### config.mk
export PLATFORM = sky130hd
export DESIGN_NAME = arb_readback_serial
export DESIGN_NICKNAME = d
export VERILOG_FILES = /design/src/hdl/arb_pkg.sv /design/src/hdl/arb_pair_buf.sv /design/src/hdl/arb_readback_serial.sv
export SDC_FILE = /design/constraint.sdc
export NUM_CORES = 1
export LEC_CHECK = 0
export ABC_CLOCK_PERIOD_IN_PS = 4200
export BUFFER_PORTS_ARGS = -buffer_cell sky130_fd_sc_hd__buf_4
export CORE_MARGIN = 1
export CORE_UTILIZATION = 55
export DETAILED_ROUTE_END_ITERATION = 6
export PLACE_DENSITY = 0.72
export REMOVE_ABC_BUFFERS = 1
export SLEW_MARGIN = 20
export SYNTH_ARGS = -nofsm -noshare
export SYNTH_HDL_FRONTEND = slang
export SYNTH_SLANG_ARGS = --single-unit
export TNS_END_PERCENT = 5
### constraint.sdc
create_clock -name SYS_CLK -period 4.2 [get_ports SYS_CLK]
set_input_delay 0.21 -clock SYS_CLK [delete_from_list [all_inputs] [get_ports SYS_CLK]]
set_output_delay 0.21 -clock SYS_CLK [all_outputs]
set_load 0.02 [all_outputs]
### src/hdl/arb_pkg.sv
// Package: constants and types of the result read-back serial interface
// Overview of operation
// - Four read-back modes from two control bits at address 3; mode 0 after reset.
// - Mode 0 sends nothing by itself; each result needs an explicit read instruction.
// - Mode 0: 16-bit read at 1 MS first, at 0 LS first, 8-bit at 1 MS only.
// - A read returns the last result completed before the data word's first active edge.
// - Mode 1 arms an implied 16-bit read of address 1 on a serial start.
// - Automatic modes return the last completed result at the sampling edge.
// - Mode 2 returns the result LS byte first, as a 16-bit read of address 0.
// - Mode 3 returns only the MS byte, as an 8-bit read of address 1.
// - Mode 3 never shortens the conversion; full conversions still run.
// - Only serial starts arm automatic read-back; the convert pin never does.
// - First output bit loads on the first active edge; the rest on inactive edges.
// - Serial output is not valid before the read's first active edge.
// - Each transfer is a write or a read, never full duplex.
// - A serial start begins on the second divided-clock falling edge after the eighth edge.
// - Busy stays low for the first divided-clock period, then high until conversion end.
// - Two-wire mode drives read data on the data-in pin as well as data-out.
// - Early release floats data-in on the last active edge of the final byte.
package arb_pkg;

	localparam int SYS_CLK_MHZ = 25;
	localparam int CORE_CONV_CLOCK_PERIOD_NS = 400;
	localparam int CORE_CONV_CLOCK_CYCLES = (CORE_CONV_CLOCK_PERIOD_NS * SYS_CLK_MHZ) / 1000;
	localparam logic [7:0] PRESC_LAST = 8'(CORE_CONV_CLOCK_CYCLES - 1);
	localparam int CONV_DIVIDED_CONV_CLOCK_PERIODS = 16;
	localparam logic [4:0] CONV_LAST = 5'(CONV_DIVIDED_CONV_CLOCK_PERIODS - 1);

	localparam int RESULT_W = 16;
	localparam logic [4:0] ADDR_RES_LO = 5'h00;
	localparam logic [4:0] ADDR_RES_HI = 5'h01;
	localparam logic [4:0] ADDR_INTF_CFG = 5'h02;
	localparam logic [4:0] ADDR_CTRL = 5'h03;
	localparam logic [4:0] ADDR_GAIN_MUX = 5'h04;
	localparam logic [4:0] ADDR_PAIR_FLIP = 5'h01;

	localparam int INS_CONV_BIT = 7;
	localparam int INS_READ_BIT = 6;
	localparam int INS_WORD_BIT = 5;
	localparam int INS_ADDR_HI = 4;

	localparam int CTRL_DIV_LO_BIT = 0;
	localparam int CTRL_DIV_HI_BIT = 1;
	localparam int CTRL_RBM_LO_BIT = 2;
	localparam int CTRL_RBM_HI_BIT = 3;
	localparam logic [7:0] CTRL_RESET = 8'h00;

	localparam int CFG_EARLY_BIT = 0;
	localparam int CFG_LSB_BIT = 1;
	localparam int CFG_SHARED_BIT = 2;
	localparam logic [7:0] CFG_RESET = 8'h00;

	localparam int GAIN_CONV_BIT = 7;
	localparam logic [7:0] GAIN_RESET = 8'h00;
	localparam logic [15:0] RESULT_RESET = 16'h0000;

	localparam logic [4:0] BYTE_LAST = 5'h07;
	localparam logic [4:0] WORD_LAST = 5'h0f;
	localparam logic [4:0] SYNC_RESET = 5'h02;

	typedef enum logic [1:0] {
		RB_MANUAL = 2'h0,
		RB_AUTO_MSB = 2'h1,
		RB_AUTO_LSB = 2'h2,
		RB_AUTO_MSONLY = 2'h3
	} arb_rbm_type;

	typedef enum logic [1:0] {
		SP_IDLE = 2'h0,
		SP_INSTR = 2'h1,
		SP_READ = 2'h3,
		SP_WRITE = 2'h2
	} arb_sp_type;

	typedef enum logic [1:0] {
		CV_IDLE = 2'h0,
		CV_WAIT = 2'h1,
		CV_RUN = 2'h3,
		CV_DONE = 2'h2
	} arb_cv_type;

endpackage : arb_pkg

### src/hdl/arb_pair_buf.sv
// Two-entry buffer with valid and ready on both sides
`timescale 1ns/1ns
module arb_pair_buf
	import arb_pkg::*;
#(
	parameter int WIDTH = RESULT_W
) (
	input wire logic clk,
	input wire logic rst_n,
	input wire logic in_valid,
	output logic in_ready,
	input wire logic [WIDTH-1:0] in_data,
	output logic out_valid,
	input wire logic out_ready,
	output logic [WIDTH-1:0] out_data
);

	logic [WIDTH-1:0] slot_r [2];
	logic wp_r;
	logic rp_r;
	logic [1:0] cnt_r;
	wire push = in_valid & in_ready;
	wire pop = out_valid & out_ready;

	assign in_ready = (cnt_r != 2'h2);
	assign out_valid = (cnt_r != 2'h0);
	assign out_data = slot_r[rp_r];

	always_ff @(posedge clk) begin
		if (push) begin
			slot_r[wp_r] <= in_data;
		end
	end

	always_ff @(posedge clk or negedge rst_n) begin
		if (!rst_n) begin
			wp_r <= 1'b0;
			rp_r <= 1'b0;
			cnt_r <= 2'h0;
		end else begin
			wp_r <= wp_r ^ push;
			rp_r <= rp_r ^ pop;
			cnt_r <= cnt_r + {1'b0, push} - {1'b0, pop};
		end
	end

endmodule : arb_pair_buf

### src/hdl/arb_readback_serial.sv
// Serial result read-back interface with conversion sequencer
`timescale 1ns/1ns
module arb_readback_serial
	import arb_pkg::*;
(
	input wire logic SYS_CLK,
	input wire logic RSTN,
	input wire logic SCLK,
	input wire logic CS_N,
	input wire logic RISE_FALL,
	input wire logic DIN,
	input wire logic CONVERT,
	input wire logic [15:0] RESULT_IN,
	output logic DOUT,
	output logic DOUT_OE_N,
	output logic DIN_OUT,
	output logic DIN_OE_N,
	output logic BUSY
);

	// Pin synchronisers
	logic [4:0] sync1_r;
	logic [4:0] sync2_r;
	logic sclk_q_r;
	logic conv_q_r;
	wire [4:0] pin_vec = {CONVERT, DIN, RISE_FALL, CS_N, SCLK};

	always_ff @(posedge SYS_CLK or negedge RSTN) begin
		if (!RSTN) begin
			sync1_r <= SYNC_RESET;
			sync2_r <= SYNC_RESET;
			sclk_q_r <= 1'b0;
			conv_q_r <= 1'b0;
		end else begin
			sync1_r <= pin_vec;
			sync2_r <= sync1_r;
			sclk_q_r <= sync2_r[0];
			conv_q_r <= sync2_r[4];
		end
	end

	wire sclk_s = sync2_r[0];
	wire cs_active = ~sync2_r[1];
	wire rise_act = sync2_r[2];
	wire din_s = sync2_r[3];
	wire sclk_rise = sclk_s & ~sclk_q_r;
	wire sclk_fall = ~sclk_s & sclk_q_r;
	wire act_edge = rise_act ? sclk_rise : sclk_fall;
	wire inact_edge = rise_act ? sclk_fall : sclk_rise;
	wire conv_edge = sync2_r[4] & ~conv_q_r;

	// Register file
	logic [7:0] ctrl_r;
	logic [7:0] cfg_r;
	logic [7:0] gain_r;
	logic [15:0] result_r;

	arb_rbm_type mode;
	assign mode = arb_rbm_type'(ctrl_r[CTRL_RBM_HI_BIT:CTRL_RBM_LO_BIT]);
	wire [1:0] div_sel = ctrl_r[CTRL_DIV_HI_BIT:CTRL_DIV_LO_BIT];
	wire lsb_first = cfg_r[CFG_LSB_BIT];
	wire shared_data_line_sel = cfg_r[CFG_SHARED_BIT];
	wire early_rel = cfg_r[CFG_EARLY_BIT];
	wire auto_mode = (mode != RB_MANUAL);

	function automatic logic [7:0] rev8(input logic [7:0] b);
		logic [7:0] r;
		r = '0;
		for (int i = 0; i < 8; i++) begin
			r[i] = b[7 - i];
		end
		return r;
	endfunction : rev8

	function automatic logic [7:0] reg_rd(input logic [4:0] a, input logic [15:0] res,
			input logic [7:0] cfg, input logic [7:0] ctl, input logic [7:0] gm);
		logic [7:0] v;
		v = 8'h00;
		if (a == ADDR_RES_LO) begin
			v = res[7:0];
		end else if (a == ADDR_RES_HI) begin
			v = res[15:8];
		end else if (a == ADDR_INTF_CFG) begin
			v = cfg;
		end else if (a == ADDR_CTRL) begin
			v = ctl;
		end else if (a == ADDR_GAIN_MUX) begin
			v = gm;
		end
		return v;
	endfunction : reg_rd

	// Serial engine state
	arb_sp_type sp_r;
	arb_sp_type sp_nxt;
	logic [4:0] cnt_r;
	logic [4:0] cnt_nxt;
	logic [4:0] addr_r;
	logic [4:0] addr_nxt;
	logic word_r;
	logic word_nxt;
	logic [7:0] rx_r;
	logic [15:0] tx_r;
	logic [15:0] tx_nxt;
	logic bit_r;
	logic bit_nxt;
	logic en_r;
	logic en_nxt;
	logic hold_r;
	logic hold_nxt;
	logic oe_n_r;
	logic din_oe_n_r;
	logic wr_en;
	logic ser_start;

	wire [7:0] rx_nxt = lsb_first ? {din_s, rx_r[7:1]} : {rx_r[6:0], din_s};
	wire byte_done = act_edge & (cnt_r[2:0] == 3'h7);
	wire [4:0] last_cnt = word_r ? WORD_LAST : BYTE_LAST;

	// Implied read of an automatic mode
	wire [4:0] auto_addr = (mode == RB_AUTO_LSB) ? ADDR_RES_LO : ADDR_RES_HI;
	wire auto_word = (mode != RB_AUTO_MSONLY);

	// Read word, taken whole at the first active edge of the data word
	wire [7:0] byte_a = reg_rd(addr_r, result_r, cfg_r, ctrl_r, gain_r);
	wire [7:0] byte_b = reg_rd(addr_r ^ ADDR_PAIR_FLIP, result_r, cfg_r, ctrl_r, gain_r);
	wire [15:0] word_raw = word_r ? {byte_a, byte_b} : {byte_a, 8'h00};
	wire [15:0] rd_word = lsb_first ? {rev8(word_raw[15:8]), rev8(word_raw[7:0])} : word_raw;

	// Register write decode
	wire [4:0] wr_addr = (word_r && cnt_r[3]) ? (addr_r ^ ADDR_PAIR_FLIP) : addr_r;
	wire wr_ctrl = wr_en && (wr_addr == ADDR_CTRL);
	wire wr_cfg = wr_en && (wr_addr == ADDR_INTF_CFG);
	wire wr_gain = wr_en && (wr_addr == ADDR_GAIN_MUX);
	wire wr_conv = wr_gain && rx_nxt[GAIN_CONV_BIT];

	always_comb begin
		sp_nxt = sp_r;
		cnt_nxt = cnt_r;
		addr_nxt = addr_r;
		word_nxt = word_r;
		tx_nxt = tx_r;
		bit_nxt = bit_r;
		en_nxt = en_r;
		hold_nxt = hold_r;
		wr_en = 1'b0;
		ser_start = 1'b0;
		if (!cs_active) begin
			sp_nxt = SP_IDLE;
			cnt_nxt = 5'h00;
			en_nxt = 1'b0;
			hold_nxt = 1'b0;
		end else begin
			if (hold_r && inact_edge) begin
				en_nxt = 1'b0;
				hold_nxt = 1'b0;
			end
			unique case (sp_r)
				SP_IDLE: begin
					sp_nxt = SP_INSTR;
					cnt_nxt = 5'h00;
				end
				SP_INSTR: begin
					if (act_edge) begin
						cnt_nxt = cnt_r + 5'h01;
					end
					if (byte_done) begin
						cnt_nxt = 5'h00;
						addr_nxt = rx_nxt[INS_ADDR_HI:0];
						word_nxt = rx_nxt[INS_WORD_BIT];
						if (rx_nxt[INS_CONV_BIT]) begin
							ser_start = 1'b1;
							sp_nxt = auto_mode ? SP_READ : SP_INSTR;
							if (auto_mode) begin
								addr_nxt = auto_addr;
								word_nxt = auto_word;
							end
						end else if (rx_nxt[INS_READ_BIT]) begin
							sp_nxt = SP_READ;
						end else begin
							sp_nxt = SP_WRITE;
						end
					end
				end
				SP_READ: begin
					if (act_edge) begin
						cnt_nxt = cnt_r + 5'h01;
						if (cnt_r == 5'h00) begin
							tx_nxt = {rd_word[14:0], 1'b0};
							bit_nxt = rd_word[15];
							en_nxt = 1'b1;
						end
						if (cnt_r == last_cnt) begin
							sp_nxt = SP_INSTR;
							cnt_nxt = 5'h00;
							en_nxt = early_rel ? 1'b0 : en_nxt;
							hold_nxt = ~early_rel;
						end
					end else if (inact_edge && (cnt_r != 5'h00)) begin
						bit_nxt = tx_r[15];
						tx_nxt = {tx_r[14:0], 1'b0};
					end
				end
				SP_WRITE: begin
					en_nxt = 1'b0;
					if (act_edge) begin
						cnt_nxt = cnt_r + 5'h01;
					end
					if (byte_done) begin
						wr_en = 1'b1;
						ser_start = wr_conv;
						if (!word_r || cnt_r[3]) begin
							cnt_nxt = 5'h00;
							sp_nxt = (wr_conv && auto_mode) ? SP_READ : SP_INSTR;
							if (wr_conv && auto_mode) begin
								addr_nxt = auto_addr;
								word_nxt = auto_word;
							end
						end
					end
				end
			endcase
		end
	end

	always_ff @(posedge SYS_CLK or negedge RSTN) begin
		if (!RSTN) begin
			sp_r <= SP_IDLE;
			cnt_r <= 5'h00;
			addr_r <= 5'h00;
			word_r <= 1'b0;
			rx_r <= 8'h00;
			tx_r <= 16'h0000;
			bit_r <= 1'b0;
			en_r <= 1'b0;
			hold_r <= 1'b0;
			oe_n_r <= 1'b1;
			din_oe_n_r <= 1'b1;
		end else begin
			sp_r <= sp_nxt;
			cnt_r <= cnt_nxt;
			addr_r <= addr_nxt;
			word_r <= word_nxt;
			rx_r <= act_edge ? rx_nxt : rx_r;
			tx_r <= tx_nxt;
			bit_r <= bit_nxt;
			en_r <= en_nxt;
			hold_r <= hold_nxt;
			oe_n_r <= ~en_nxt;
			din_oe_n_r <= ~(en_nxt & shared_data_line_sel);
		end
	end

	always_ff @(posedge SYS_CLK or negedge RSTN) begin
		if (!RSTN) begin
			ctrl_r <= CTRL_RESET;
			cfg_r <= CFG_RESET;
			gain_r <= GAIN_RESET;
		end else begin
			ctrl_r <= wr_ctrl ? rx_nxt : ctrl_r;
			cfg_r <= wr_cfg ? rx_nxt : cfg_r;
			gain_r <= wr_gain ? rx_nxt : gain_r;
		end
	end

	// Completed results pass a two-entry buffer into the result pair
	logic buf_in_ready;
	logic buf_out_valid;
	logic [15:0] buf_out_data;
	arb_cv_type cv_r;
	wire buf_in_valid = (cv_r == CV_DONE);
	wire res_ready = ~((sp_r == SP_READ) && (cnt_r != 5'h00));

	arb_pair_buf #(
		.WIDTH(RESULT_W)
	) u_res_buf (
		.clk(SYS_CLK),
		.rst_n(RSTN),
		.in_valid(buf_in_valid),
		.in_ready(buf_in_ready),
		.in_data(RESULT_IN),
		.out_valid(buf_out_valid),
		.out_ready(res_ready),
		.out_data(buf_out_data)
	);

	always_ff @(posedge SYS_CLK or negedge RSTN) begin
		if (!RSTN) begin
			result_r <= RESULT_RESET;
		end else if (buf_out_valid && res_ready) begin
			result_r <= buf_out_data;
		end
	end

	// Conversion clocks
	logic [7:0] presc_r;
	logic [2:0] dcnt_r;
	wire core_conv_clock_tick = (presc_r == PRESC_LAST);
	wire [2:0] div_mask = {div_sel == 2'h3, div_sel[1], div_sel != 2'h0};
	wire divided_conv_clock_tick = core_conv_clock_tick && ((dcnt_r & div_mask) == div_mask);

	always_ff @(posedge SYS_CLK or negedge RSTN) begin
		if (!RSTN) begin
			presc_r <= 8'h00;
			dcnt_r <= 3'h0;
		end else begin
			presc_r <= core_conv_clock_tick ? 8'h00 : presc_r + 8'h01;
			dcnt_r <= divided_conv_clock_tick ? 3'h0 : (core_conv_clock_tick ? dcnt_r + 3'h1 : dcnt_r);
		end
	end

	// Conversion sequencer
	arb_cv_type cv_nxt;
	logic wcnt_r;
	logic wcnt_nxt;
	logic [4:0] pcnt_r;
	logic [4:0] pcnt_nxt;
	logic busy_r;
	logic busy_nxt;
	logic queue_r;
	logic queue_nxt;
	logic pin_wait_r;
	logic pin_wait_nxt;
	wire wait_tick = pin_wait_r ? core_conv_clock_tick : divided_conv_clock_tick;

	always_comb begin
		cv_nxt = cv_r;
		wcnt_nxt = wcnt_r;
		pcnt_nxt = pcnt_r;
		busy_nxt = busy_r;
		queue_nxt = queue_r;
		pin_wait_nxt = pin_wait_r;
		if (ser_start && ((cv_r == CV_RUN) || (cv_r == CV_DONE))) begin
			queue_nxt = 1'b1;
		end
		unique case (cv_r)
			CV_IDLE: begin
				if (ser_start) begin
					cv_nxt = CV_WAIT;
					wcnt_nxt = 1'b0;
					pin_wait_nxt = 1'b0;
				end
			end
			CV_WAIT: begin
				if (wait_tick) begin
					wcnt_nxt = 1'b1;
					cv_nxt = wcnt_r ? CV_RUN : CV_WAIT;
					pcnt_nxt = 5'h00;
				end
			end
			CV_RUN: begin
				if (divided_conv_clock_tick) begin
					busy_nxt = 1'b1;
					pcnt_nxt = pcnt_r + 5'h01;
					cv_nxt = (pcnt_r == CONV_LAST) ? CV_DONE : CV_RUN;
				end
			end
			CV_DONE: begin
				if (buf_in_ready) begin
					busy_nxt = 1'b0;
					cv_nxt = queue_r ? CV_RUN : CV_IDLE;
					pcnt_nxt = 5'h00;
					queue_nxt = 1'b0;
				end
			end
		endcase
		if (conv_edge) begin
			cv_nxt = CV_WAIT;
			wcnt_nxt = 1'b0;
			pin_wait_nxt = 1'b1;
			busy_nxt = 1'b0;
		end
	end

	always_ff @(posedge SYS_CLK or negedge RSTN) begin
		if (!RSTN) begin
			cv_r <= CV_IDLE;
			wcnt_r <= 1'b0;
			pcnt_r <= 5'h00;
			busy_r <= 1'b0;
			queue_r <= 1'b0;
			pin_wait_r <= 1'b0;
		end else begin
			cv_r <= cv_nxt;
			wcnt_r <= wcnt_nxt;
			pcnt_r <= pcnt_nxt;
			busy_r <= busy_nxt;
			queue_r <= queue_nxt;
			pin_wait_r <= pin_wait_nxt;
		end
	end

	assign DOUT = bit_r;
	assign DIN_OUT = bit_r;
	assign DOUT_OE_N = oe_n_r;
	assign DIN_OE_N = din_oe_n_r;
	assign BUSY = busy_r;

endmodule : arb_readback_serial

==> reports/qor.yml, run 1 <==
die:
  die_area_mm2: 0.0138
  die_h_um: 118
  row_count: 41
  die_w_um: 118
  start_util_pct: 57.3
  io_pins: 28
  core_area_mm2: 0.0128
clocking:
  clock_path_buffers: 2
  clock_sinks: 151
  ctsResizeCount: 0
  holdBufCountCts: 22
  cts_setup_buffers: 0
  clk_pin_slew_ns: 0.06
  cts_tree: "yes"
  htree_levels: 4
  root_buffer: "clkbuf_16"
  clk_latency_ns: 0.42
  cts_buffers: 17
timing:
  hold_viol: 0
  skew_ns: 0.00781
  whs_ns: 0.210
  period_needed_ns: 2.80
  tightest_slew_ns: 0.980
  period_share_pct: 66.6
  rsz0062_at_grt: "false"
  fin_ws_ns: 1.40
  report.final.slew_viol_count: 0
  slew_headroom_pct: 33.0
  fin_setup_tns_ns: 0
  fmax_mhz: 358
  setup_viol: 0
setup_path:
  critPathMaxFanout: 34
  cp_num_buf_inv: 3
  crit_family: "simple AND/OR/NAND/NOR gates"
  cp_cell_sequence: "inv_1, ha_1, or4b_1, a21oi_2, buf_4, ha_1, inv_1, ha_1, xnor2_1, xnor2_1"
  cp_slowest_cell: "or4b_1"
  critPathKind: "reg2reg"
  startpoint_type: "flop"
  cp.arrival_ns: 3.14
  max_stage_delay_ns: 0.73
  worstPathRequired_ns: 4.55
  crit_path_frequent_cell: "ha_1"
  cp-end-kind: "flop"
flow_run:
  maxCapViolCount: 0
synthesis:
  postSynthCellCount: 697
  ys_seq_elements: 151
  synth_area_mm2: 0.00735
  yosys_most_used_dff: "dfrtp_1"
  syn_area_per_cell_um2: 10.5
  async_reset_ff_share_pct: 78.8
  ys_types: 72
  ys_seq_area_share_pct: 53.6
  yosysWarnings: 0
  synth_edf_count: 32
finish:
  antenna_cells: 0
  drive_gt1_share_pct: 13.2
  area_delta_synth_final_pct: 14.4
  final_cells: 916
  nets: 772
grt:
  grt_pass1_wl_mm: 28.1
  grt_pass1_vias: 5541
  track_usage_pct: 25.8
  grt_max_degree: 53
  overflow: 0
  antenna_found_initial: 0
detailed_routing:
  num_vias: 5641
  wl_per_cell_um: 18.5
  ant_nets: 0
  drc_errors: 0
  routed_wl_mm: 17.0
  dr.pass1.iters: 6
  viasPerCell: 6.16
  dr.first_iter.drc_count: 612
power_and_ir_drop:
  powerDensity_mw_per_mm2: 487
  vdd_ir_drop_max_uv: 365
  leakage_nw: 3.41
placed_design:
  portBuffers: 27
  dp_hpwl_mm: 11.5
  pre_cts_slack_ns: 1.23
  place_inst: 862
  gp_congestion: 0.960
min_path:
  hold_path.class: "in2async"
outcome:
  status: "complete, no violations"
[power by group]
group,total (mW),switching [mW],internal (mW)
logic,0.720,0.404,0.316
registers,1.95,0.293,1.66
clock network,1.42,0.605,0.819
[final timing paths]
path	from	endpoint	slack, ns	depth (start not counted)
min	RSTN	sclk_q_r	0.21	2
max	cnt_r[0]	u_res_buf.cnt_r[1]	1.40	10
min reg2reg	sync1_r[2]	sync2_r[2]	0.35	0
max reg2reg	cnt_r[0]	u_res_buf.cnt_r[1]	1.40	10
max in group asynchronous	RSTN	addr_r[0]	3.02	3
min in group SYS_CLK	sync1_r[2]	sync2_r[2]	0.35	0
[layout make-up]
cell class	instances	area, µm²
clock inverter	13	123
sequential	151	3950
timing repair buffer	55	468
multi-input combinational	483	3140
clock buffer	19	433
tap	172	215
inverter	23	86.3
fill	993	4410
[registers in the layout, summed over array words and instances (netlist names), 2 cells and up]
register	count
sync1_r	5
gain_r	8
result_r	16
sp_r	2
pcnt_r	5
u_res_buf.slot_r	32
addr_r	5
rx_r	8
u_res_buf.cnt_r	2
cnt_r	5
dcnt_r	3
sync2_r	5
presc_r	8
ctrl_r	8
cfg_r	8
cv_r	2
tx_r	15
[metal layers]
| metal | global-route usage, % | vias up | routed length (µm) |
|---|---|---|---|
| li1 | - | 2624 | - |
| met1 | 34.4 | 2772 | 7250 |
| met2 | 41.8 | 208 | 8350 |
| met3 | 5.28 | 37 | 939 |
| met4 | 9.38 | 0 | 407 |
| met5 | 0 | - | 0 |
[cells in the mapped netlist (all sizes together), types with 5 or more instances]
| cell type | count | share of area (%) |
|---|---|---|
| clkbuf | 30 | 1.5 |
| inv | 23 | 1.2 |
| xnor2 | 7 | 0.83 |
| o221ai | 11 | 1.3 |
| nor3 | 16 | 1.6 |
| nor2b | 6 | 0.51 |
| o22ai | 6 | 0.51 |
| ha | 18 | 3.1 |
| nand2b | 10 | 0.85 |
| a21oi | 79 | 5.5 |
| nor2 | 85 | 4.3 |
| a22oi | 17 | 1.7 |
| o211ai | 5 | 0.51 |
| o21ai | 40 | 2.8 |
| a22o | 13 | 1.5 |
| and3b | 5 | 0.60 |
| a31oi | 5 | 0.43 |
| buf | 10 | 0.92 |
| or4 | 5 | 0.51 |
| dfrtp | 115 | 39 |
| nand3 | 14 | 1.0 |
| o22a | 5 | 0.60 |
| mux2i | 27 | 3.7 |
| mux2 | 13 | 2.0 |
| edfxtp | 32 | 13 |
| a211oi | 6 | 0.68 |
| nand2 | 33 | 1.7 |
[per-stage QoR]
stage | util, % | power, mW | instance area (µm²)
final | 65.6 | 4.09 | 8410
after detailed placement | 59.5 | 2.65 | 7640
after global routing | 65.6 | 4.30 | 8410
after floorplan | - | 2.39 | 7170
after global placement | 59.5 | 2.62 | 7640
after CTS | 65.6 | 4.10 | 8410
[logic make-up (layout without fill, tap and decap cells)]
group                    after synthesis  count (layout)  share of synthesized area (%)
AO/OA/AOI/OAI                        215             215                           18.9
AND/OR/NAND/NOR                      200             200                           14.0
flip-flops                           151             151                           53.6
buffers and inverters                 63             110                           3.62
multiplexers                          40              40                           5.67
adder cells (fa/ha/maj)               18              18                           3.06
XOR/XNOR                              10              10                           1.19
[cells in the final DEF, fill, tap and decap left out, types with 6 or more instances in the layout]
master and n:
nor2_1 85, xnor2_1 7, mux2_2 11, inv_1 22, mux2i_1 27, a21oi_1 77, dfrtp_1 114, nor3_1 11
ha_1 18, a22oi_1 17, nand3_1 13, clkbuf_16 17, o22ai_1 6, o221ai_1 11, nand2b_1 10, edfxtp_1 32
dlygate4sd3_1 22, nor2b_1 6, o21ai_0 38, a22o_1 13, nand2_1 33, buf_4 33
Note: power is estimated with default switching activity, not from simulation.
==> inputs of run 2 (changes only) <==
- ABC_AREA: default -> 1
- ABC_CLOCK_PERIOD_IN_PS: 4200 -> 2700
- clock period: 4.2 -> 2.7 ns (I/O delays scaled with it)
==> run 2 against run 1 <==
Against the previous run: fmax grew 28%; sequential power rose by 59%; non-clock buffer count rose by 14; clock power is 60% higher; area after synthesis up 2.5%; wire length is 1.7% higher.
==> reports/qor.yml, run 2 <==
flow_run:
  maxCapViolCount: 0  # unchanged
clocking:
  cts_tree: "yes"
  clk_latency_ns: 0.43  # about the same
  clock_sinks: 151  # unchanged
  clk_pin_slew_ns: 0.06  # about the same
  ctsResizeCount: 0  # unchanged
  htree_levels: 4  # unchanged
  cts_setup_buffers: 0  # unchanged
  clock_path_buffers: 2  # unchanged
  cts_buffers: 17  # unchanged
  root_buffer: "clkbuf_16"
die:
  die_area_mm2: 0.0142  # +2.5%
  die_h_um: 119  # +1.2%
  io_pins: 28  # unchanged
  start_util_pct: 56.7  # -0.64 points
  row_count: 42  # +2.4%
  core_area_mm2: 0.0133  # +3.7%
  die_w_um: 119  # +1.2%
finish:
  layout_common_cells: "nand2_1, dfrtp_1, inv_1, o21ai_0, nor2_1"
  final_common_cell: "nand2_1"
  nets: 1000  # +30%
  drive_gt1_share_pct: 9.88  # -3.3 points
  area_delta_synth_final_pct: 16.2
  antenna_cells: 0  # unchanged
  final_area_mm2: 0.00876  # +4.1%
  top_regs: "u_res_buf.slot_r (32), result_r (16), tx_r (15)"
  largest_reg_flops: 32  # unchanged
  top_register: "u_res_buf.slot_r"
detailed_routing:
  wl_per_cell_um: 15.0  # -19%
  dr.first_iter.drc_count: 642  # +4.9%
  routed_wl_mm: 17.2  # +1.7%
  viasPerCell: 5.48  # -11%
  ant_nets: 0  # unchanged
  num_vias: 6290  # +12%
  drc_errors: 0  # unchanged
  dr.pass1.iters: 7  # +1
grt:
  grt_pass1_wl_mm: 28.8  # +2.6%
  overflow: 0  # unchanged
  grt_max_degree: 54  # +1.9%
  grt_pass1_vias: 5933  # +7.1%
  track_usage_pct: 26.4  # +0.54 points
  antenna_found_initial: 0  # unchanged
timing:
  setup_viol: 0  # unchanged
  slew_headroom_pct: 36.9  # +3.9 points
  period_share_pct: 81.0  # +14 points
  fin_setup_tns_ns: 0  # unchanged
  rsz0062_at_grt: "false"
  report.final.slew_viol_count: 0  # unchanged
  fmax_mhz: 457  # +28%
  fin_ws_ns: 0.513  # -0.890 ns
  tightest_slew_ns: 0.946  # -0.0335 ns
  skew_ns: 0.00856  # +0.000754 ns
  period_needed_ns: 2.19  # -0.610 ns
  whs_ns: 0.247  # +0.0364 ns
  hold_viol: 0  # unchanged
setup_path:
  critPathMaxFanout: 5  # -85%
  startpoint_type: "flop"
  rr_worst_depth: 11  # +1
  crit_family: "simple AND/OR/NAND/NOR gates"
  startpoint: "sp_r[0]"
  cp_slowest_cell: "o21ai_0"
  worstPathRequired_ns: 3.01  # -1.54 ns
  r2r-start: "sp_r[0]"
  reg2reg_to: "wcnt_r"
  cp_num_buf_inv: 2  # -1
  cp.depth: 11  # +1
  critPathKind: "reg2reg"
  cp_cell_sequence: "inv_1, ha_1, inv_1, nor2_1, nand3_1, o21ai_0, nand3_1, nand2_1, nand2_1, nand2_1, nand2_1"
  crit_end: "wcnt_r"
  crit_path_frequent_cell: "nand2_1"
  cp.arrival_ns: 2.50  # -0.64 ns
  ff2ff_setup_slack_ns: 0.51  # -0.89 ns
  max_stage_delay_ns: 0.47  # -0.26 ns
  cp-end-kind: "flop"
synthesis:
  synth_edf_count: 32  # unchanged
  synth_area_leader_cell: "dfrtp_1"
  synth_most_common_cell: "nand2_1"
  synth_top_cell_area_share_pct: 38.2  # -0.96 points
  synth.area.top_cells: "dfrtp_1, edfxtp_1, nand2_1"
  syn_area_per_cell_um2: 8.35  # -21%
  synth_common_cells: "nand2_1, dfrtp_1, inv_1, o21ai_0, nor2_1"
  yosys_most_used_dff: "dfrtp_1"
  yosysWarnings: 0  # unchanged
  ys_seq_elements: 151  # unchanged
  ys_seq_area_share_pct: 52.3  # -1.3 points
  async_reset_ff_share_pct: 78.8  # unchanged
  synth_area_mm2: 0.00754  # +2.5%
  ys_types: 42  # -42%
  postSynthCellCount: 903  # +30%
outcome:
  status: "complete, no violations"
min_path:
  hold_path.class: "in2async"
power_and_ir_drop:
  vdd_ir_drop_max_uv: 652  # +79%
  leakage_nw: 4.11  # +21%
  powerDensity_mw_per_mm2: 882  # +81%
placed_design:
  portBuffers: 27  # unchanged
  gp_congestion: 0.911  # -5.1%
  placement.cell_area_mm2: 0.00797  # +4.4%
  dp_hpwl_mm: 12.0  # +4.0%
  pre_cts_slack_ns: 0.563  # -0.664 ns
## run 2: cell count changes in the layout (fill, tap and decap cells not counted), sizes merged, moves of 13 or more
| cell | before | now |
|---|---|---|
| a21oi | 79 | 53 |
| a22o | 13 | 0 |
| a22oi | 17 | 2 |
| buf | 33 | 47 |
| inv | 26 | 124 |
| mux2 | 13 | 0 |
| mux2i | 27 | 0 |
| nand2 | 33 | 208 |
| nand3 | 14 | 61 |
| nand4 | 2 | 49 |
| o21ai | 40 | 94 |
## run 2: cell families after synthesis
family | synth area share, %
XOR/XNOR | 1.15
adder cells (fa/ha/maj) | 2.99
buffers and inverters | 7.87
AO/OA/AOI/OAI | 11.7
flip-flops | 52.3
AND/OR/NAND/NOR | 24.0
## run 2: area by class of cell
class	count	area, µm²
multi-input combinational	602	3000
clock buffer	17	425
tap	176	220
inverter	118	443
fill	1105	4530
timing repair buffer	69	586
clock inverter	15	141
sequential	151	3940
## run 2: how the worst min path moves through the flow
stage | start | endpoint
after global routing | RSTN | sync2_r[2]
after global placement | RSTN | sclk_q_r
after floorplan | RSTN | BUSY
after detailed placement | RSTN | sclk_q_r
final | RSTN | sync2_r[2]
after CTS | RSTN | cfg_r[6]
## run 2: timing repair
action | 4_1_cts | 5_1_grt
endpoints found under the hold margin | 73 | 0
hold buffers | 22 | 0
setup endpoints to repair | 0 | 0
## run 2: metrics by stage
stage	total power, mW	utilization, %	cells
global placement	5.38	60.0	1094
floorplan	4.63	-	871
CTS	7.72	65.9	1148
finish	7.73	65.9	1148
detailed placement	5.41	60.0	1094
global route	8.20	65.9	1148
## run 2: report_power, final
group	total, mW	leakage (nW)	internal (mW)	switching [mW]
sequential	3.11	1.83	2.76	0.358
combinational	2.34	2.01	0.757	1.59
clock	2.27	0.274	1.29	0.981
## run 2: routing by layer
layer / global-route usage, % / vias up / share of wire [%]
met3: 5.75 / 32 / 5.0
met4: 11.9 / 0 / 2.9
met1: 35.3 / 2939 / 45
met2: 41.1 / 205 / 47
met5: 0 / - / 0
li1: - / 3114 / -
==> inputs of run 3 (changes only) <==
- ABC_CLOCK_PERIOD_IN_PS: 2700 -> 1890
- PLACE_DENSITY: 0.72 -> 0.75
- clock period: 2.7 -> 1.89 ns (I/O delays scaled with it)
==> run 3 against run 2 <==
Against the previous run: the flow now finishes with violations (negative setup slack); fmax increased by 14%; wire length increased by 3.8%; cell area increased by 5.4%; via count increased by 3.7%; worst setup slack got worse by 0.54 ns; final cell count increased by 2.7%; sequential share of layout area decreased by 2.3 points; flip-flop and latch count unchanged; critical path type unchanged.
==> reports/qor.yml, run 3 (synthesis gave the netlist of run 2 again) <==
outcome:
  status: "finished with violations"
  violations: "negative setup slack"
finish:
  largest_reg_flops: 32  # unchanged
  nets: 1031  # +3.1%
  top_register: "u_res_buf.slot_r"
  post-route-util_pct: 69.4  # +3.5 points
  nFillCells: 1046  # -5.3%
  final_common_cell: "nand2_1"
  area_delta_synth_final_pct: 22.4
  layout_common_cells: "nand2_1, dfrtp_1, inv_1, o21ai_0, nor2_1"
  antenna_cells: 0  # unchanged
  top_regs: "u_res_buf.slot_r (32), result_r (16), tx_r (15)"
  drive_gt1_share_pct: 16.4  # +6.5 points
  regArea_mm2: 0.00395  # about the same
  multi_input_area_mm2: 0.00316  # +5.2%
detailed_routing:
  num_vias: 6521  # +3.7%
  dr_wl_met3_um: 946  # +9.7%
  met1_length_mm: 7.92  # +1.3%
  wl_per_cell_um: 15.2  # +1.0%
  ant_nets: 0  # unchanged
  viasPerCell: 5.53  # +0.95%
  wl_met2_mm: 8.59  # +6.6%
  dr.first_iter.drc_count: 523  # -19%
  drc_errors: 0  # unchanged
  routed_wl_mm: 17.9  # +3.8%
  dr.pass1.iters: 5  # -2
  highest_layer: "met4"
setup_path:
  startpoint_type: "flop"
  reg2reg_to: "tx_r[14]"
  r2r-start: "sync2_r[2]"
  cp.arrival_ns: 2.23  # -0.27 ns
  cp-end-kind: "flop"
  worstPathRequired_ns: 2.20  # -0.81 ns
  rr_worst_depth: 8  # -3
  critPathKind: "reg2reg"
  critPathMaxFanout: 8  # +3
  ff2ff_setup_slack_ns: -0.03  # -0.54 ns
timing:
  tightest_slew_ns: 0.702  # -0.244 ns
  period_share_pct: 102  # +21 points
  setup_viol: 7  # +7
  fmax_mhz: 520  # +14%
  fin_ws_ns: -0.0313  # -0.544 ns
  slew_headroom_pct: 52.8  # +16 points
  skew_ns: 0.00793  # -0.000635 ns
  hold_viol: 0  # unchanged
  report.final.slew_viol_count: 0  # unchanged
  rsz0062_at_grt: "true"
  period_needed_ns: 1.92  # -0.266 ns
grt:
  overflow: 0  # unchanged
  grt_max_degree: 49  # -9.3%
  grt_pass1_vias: 6158  # +3.8%
  antenna_found_initial: 0  # unchanged
  track_usage_pct: 26.8  # +0.47 points
  grt_pass1_wl_mm: 29.8  # +3.2%
power_and_ir_drop:
  vdd_ir_drop_max_uv: 755  # +16%
  internal_power_mw: 7.12  # +48%
  p_switching_mw: 4.28  # +46%
  power_frac_clock_pct: 28.3  # -1.1 points
  power_frac_comb_pct: 33.4  # +3.1 points
  seqPwrFrac_pct: 38.3  # -2.0 points
  leakage_nw: 4.27  # +3.8%
  powerDensity_mw_per_mm2: 1240  # +40%
  swShare_pct: 37.6  # -0.31 points
die:
  die_w_um: 119  # unchanged
  core_area_mm2: 0.0133  # unchanged
  die_h_um: 119  # unchanged
  io_pins: 28  # unchanged
  die_area_mm2: 0.0142  # unchanged
  start_util_pct: 56.7  # unchanged
  row_count: 42  # unchanged
clocking:
  cts_buffers: 17  # unchanged
  cts_tree: "yes"
  clk_pin_slew_ns: 0.06  # about the same
  clock_path_buffers: 2  # unchanged
  root_buffer: "clkbuf_16"
  htree_levels: 4  # unchanged
  clk_latency_ns: 0.43  # about the same
  clock_sinks: 151  # unchanged
min_path:
  hold_path.class: "in2async"
placed_design:
  portBuffers: 27  # unchanged
  pre_cts_slack_ns: -0.0457  # -0.609 ns
  dp_hpwl_mm: 12.1  # +1.2%
  gp_congestion: 0.909  # -0.20%
flow_run:
  maxCapViolCount: 0  # unchanged
==> run 3: cell types whose count changed in the layout (fill, tap and decap cells not counted), sizes merged <==
cell      previous run  this run
buf                 47        76
inv                124       120
clkinvlp             2         5
clkbuf              17        19
clkinv               6         7
==> run 3: final cells by class <==
type | instances | share of cell area, %
sequential | 151 | 42.8
multi-input combinational | 602 | 34.2
timing repair buffer | 98 | 9.60
inverter | 118 | 4.87
clock buffer | 19 | 4.69
tap | 176 | 2.39
clock inverter | 13 | 1.34
timing repair inverter | 2 | 0.163
==> run 3: how the worst max path moves through the flow <==
stage / endpoint / startpoint / slack, ns
2_1_floorplan: tx_r[11] / sync2_r[0] / -0.44
3_3_place_gp: wcnt_r / cnt_r[3] / -0.05
3_5_place_dp: wcnt_r / cnt_r[3] / -0.05
4_1_cts: cfg_r[3] / sp_r[0] / 0.02
5_1_grt: tx_r[14] / sync2_r[2] / -0.16
6_report: tx_r[14] / sync2_r[2] / -0.03
==> run 3: power by group through the flow <==
stage	clock (mW)	sequential [mW]	combinational [mW]
global placement	0	4.37	3.50
global route	3.40	4.44	4.31
CTS	3.26	4.34	3.63
floorplan	0	4.40	2.22
detailed placement	0	4.39	3.57
finish	3.23	4.37	3.81
==> run 3: stage by stage <==
| stage | instances | setup TNS (ns) | instance area (µm²) | power, mW | hold slack, ns |
|---|---|---|---|---|---|
| floorplan | 871 | -13.97 | 7390 | 6.62 | -0.201 |
| global placement | 1117 | -0.0510 | 8220 | 7.87 | 0.0912 |
| detailed placement | 1117 | -0.0457 | 8220 | 7.96 | 0.0956 |
| CTS | 1171 | 0 | 9000 | 11.2 | 0.185 |
| global route | 1179 | -2.38 | 9230 | 12.2 | 0.216 |
| finish | 1179 | -0.110 | 9230 | 11.4 | 0.175 |
==> run 3: timing repair <==
item / 4_1_cts / 5_1_grt
endpoints found under the setup margin: 3 / 51
pin swaps: 0 / 4
resized for setup: 3 / 49
hold buffers: 22 / 0
hold endpoints to repair: 72 / 0
gates cloned: 0 / 2
buffers inserted: 0 / 6
==> run 3: worst max-delay path, stage by stage, from the launching register on <==
cell        delay [ns]
dfrtp_1           0.40
inv_1             0.10
nand3_2           0.11
nand2_4           0.11
nand4_1           0.21
a21oi_4           0.32
clkinvlp_4        0.28
a21oi_2           0.17
a21oi_1           0.09
==> run 3: layer usage <==
metal | vias up | GRT usage (%)
met3 | 43 | 5.99
met4 | 0 | 11.2
met1 | 3078 | 36.1
met5 | - | 0
met2 | 216 | 42.0
li1 | 3184 | -
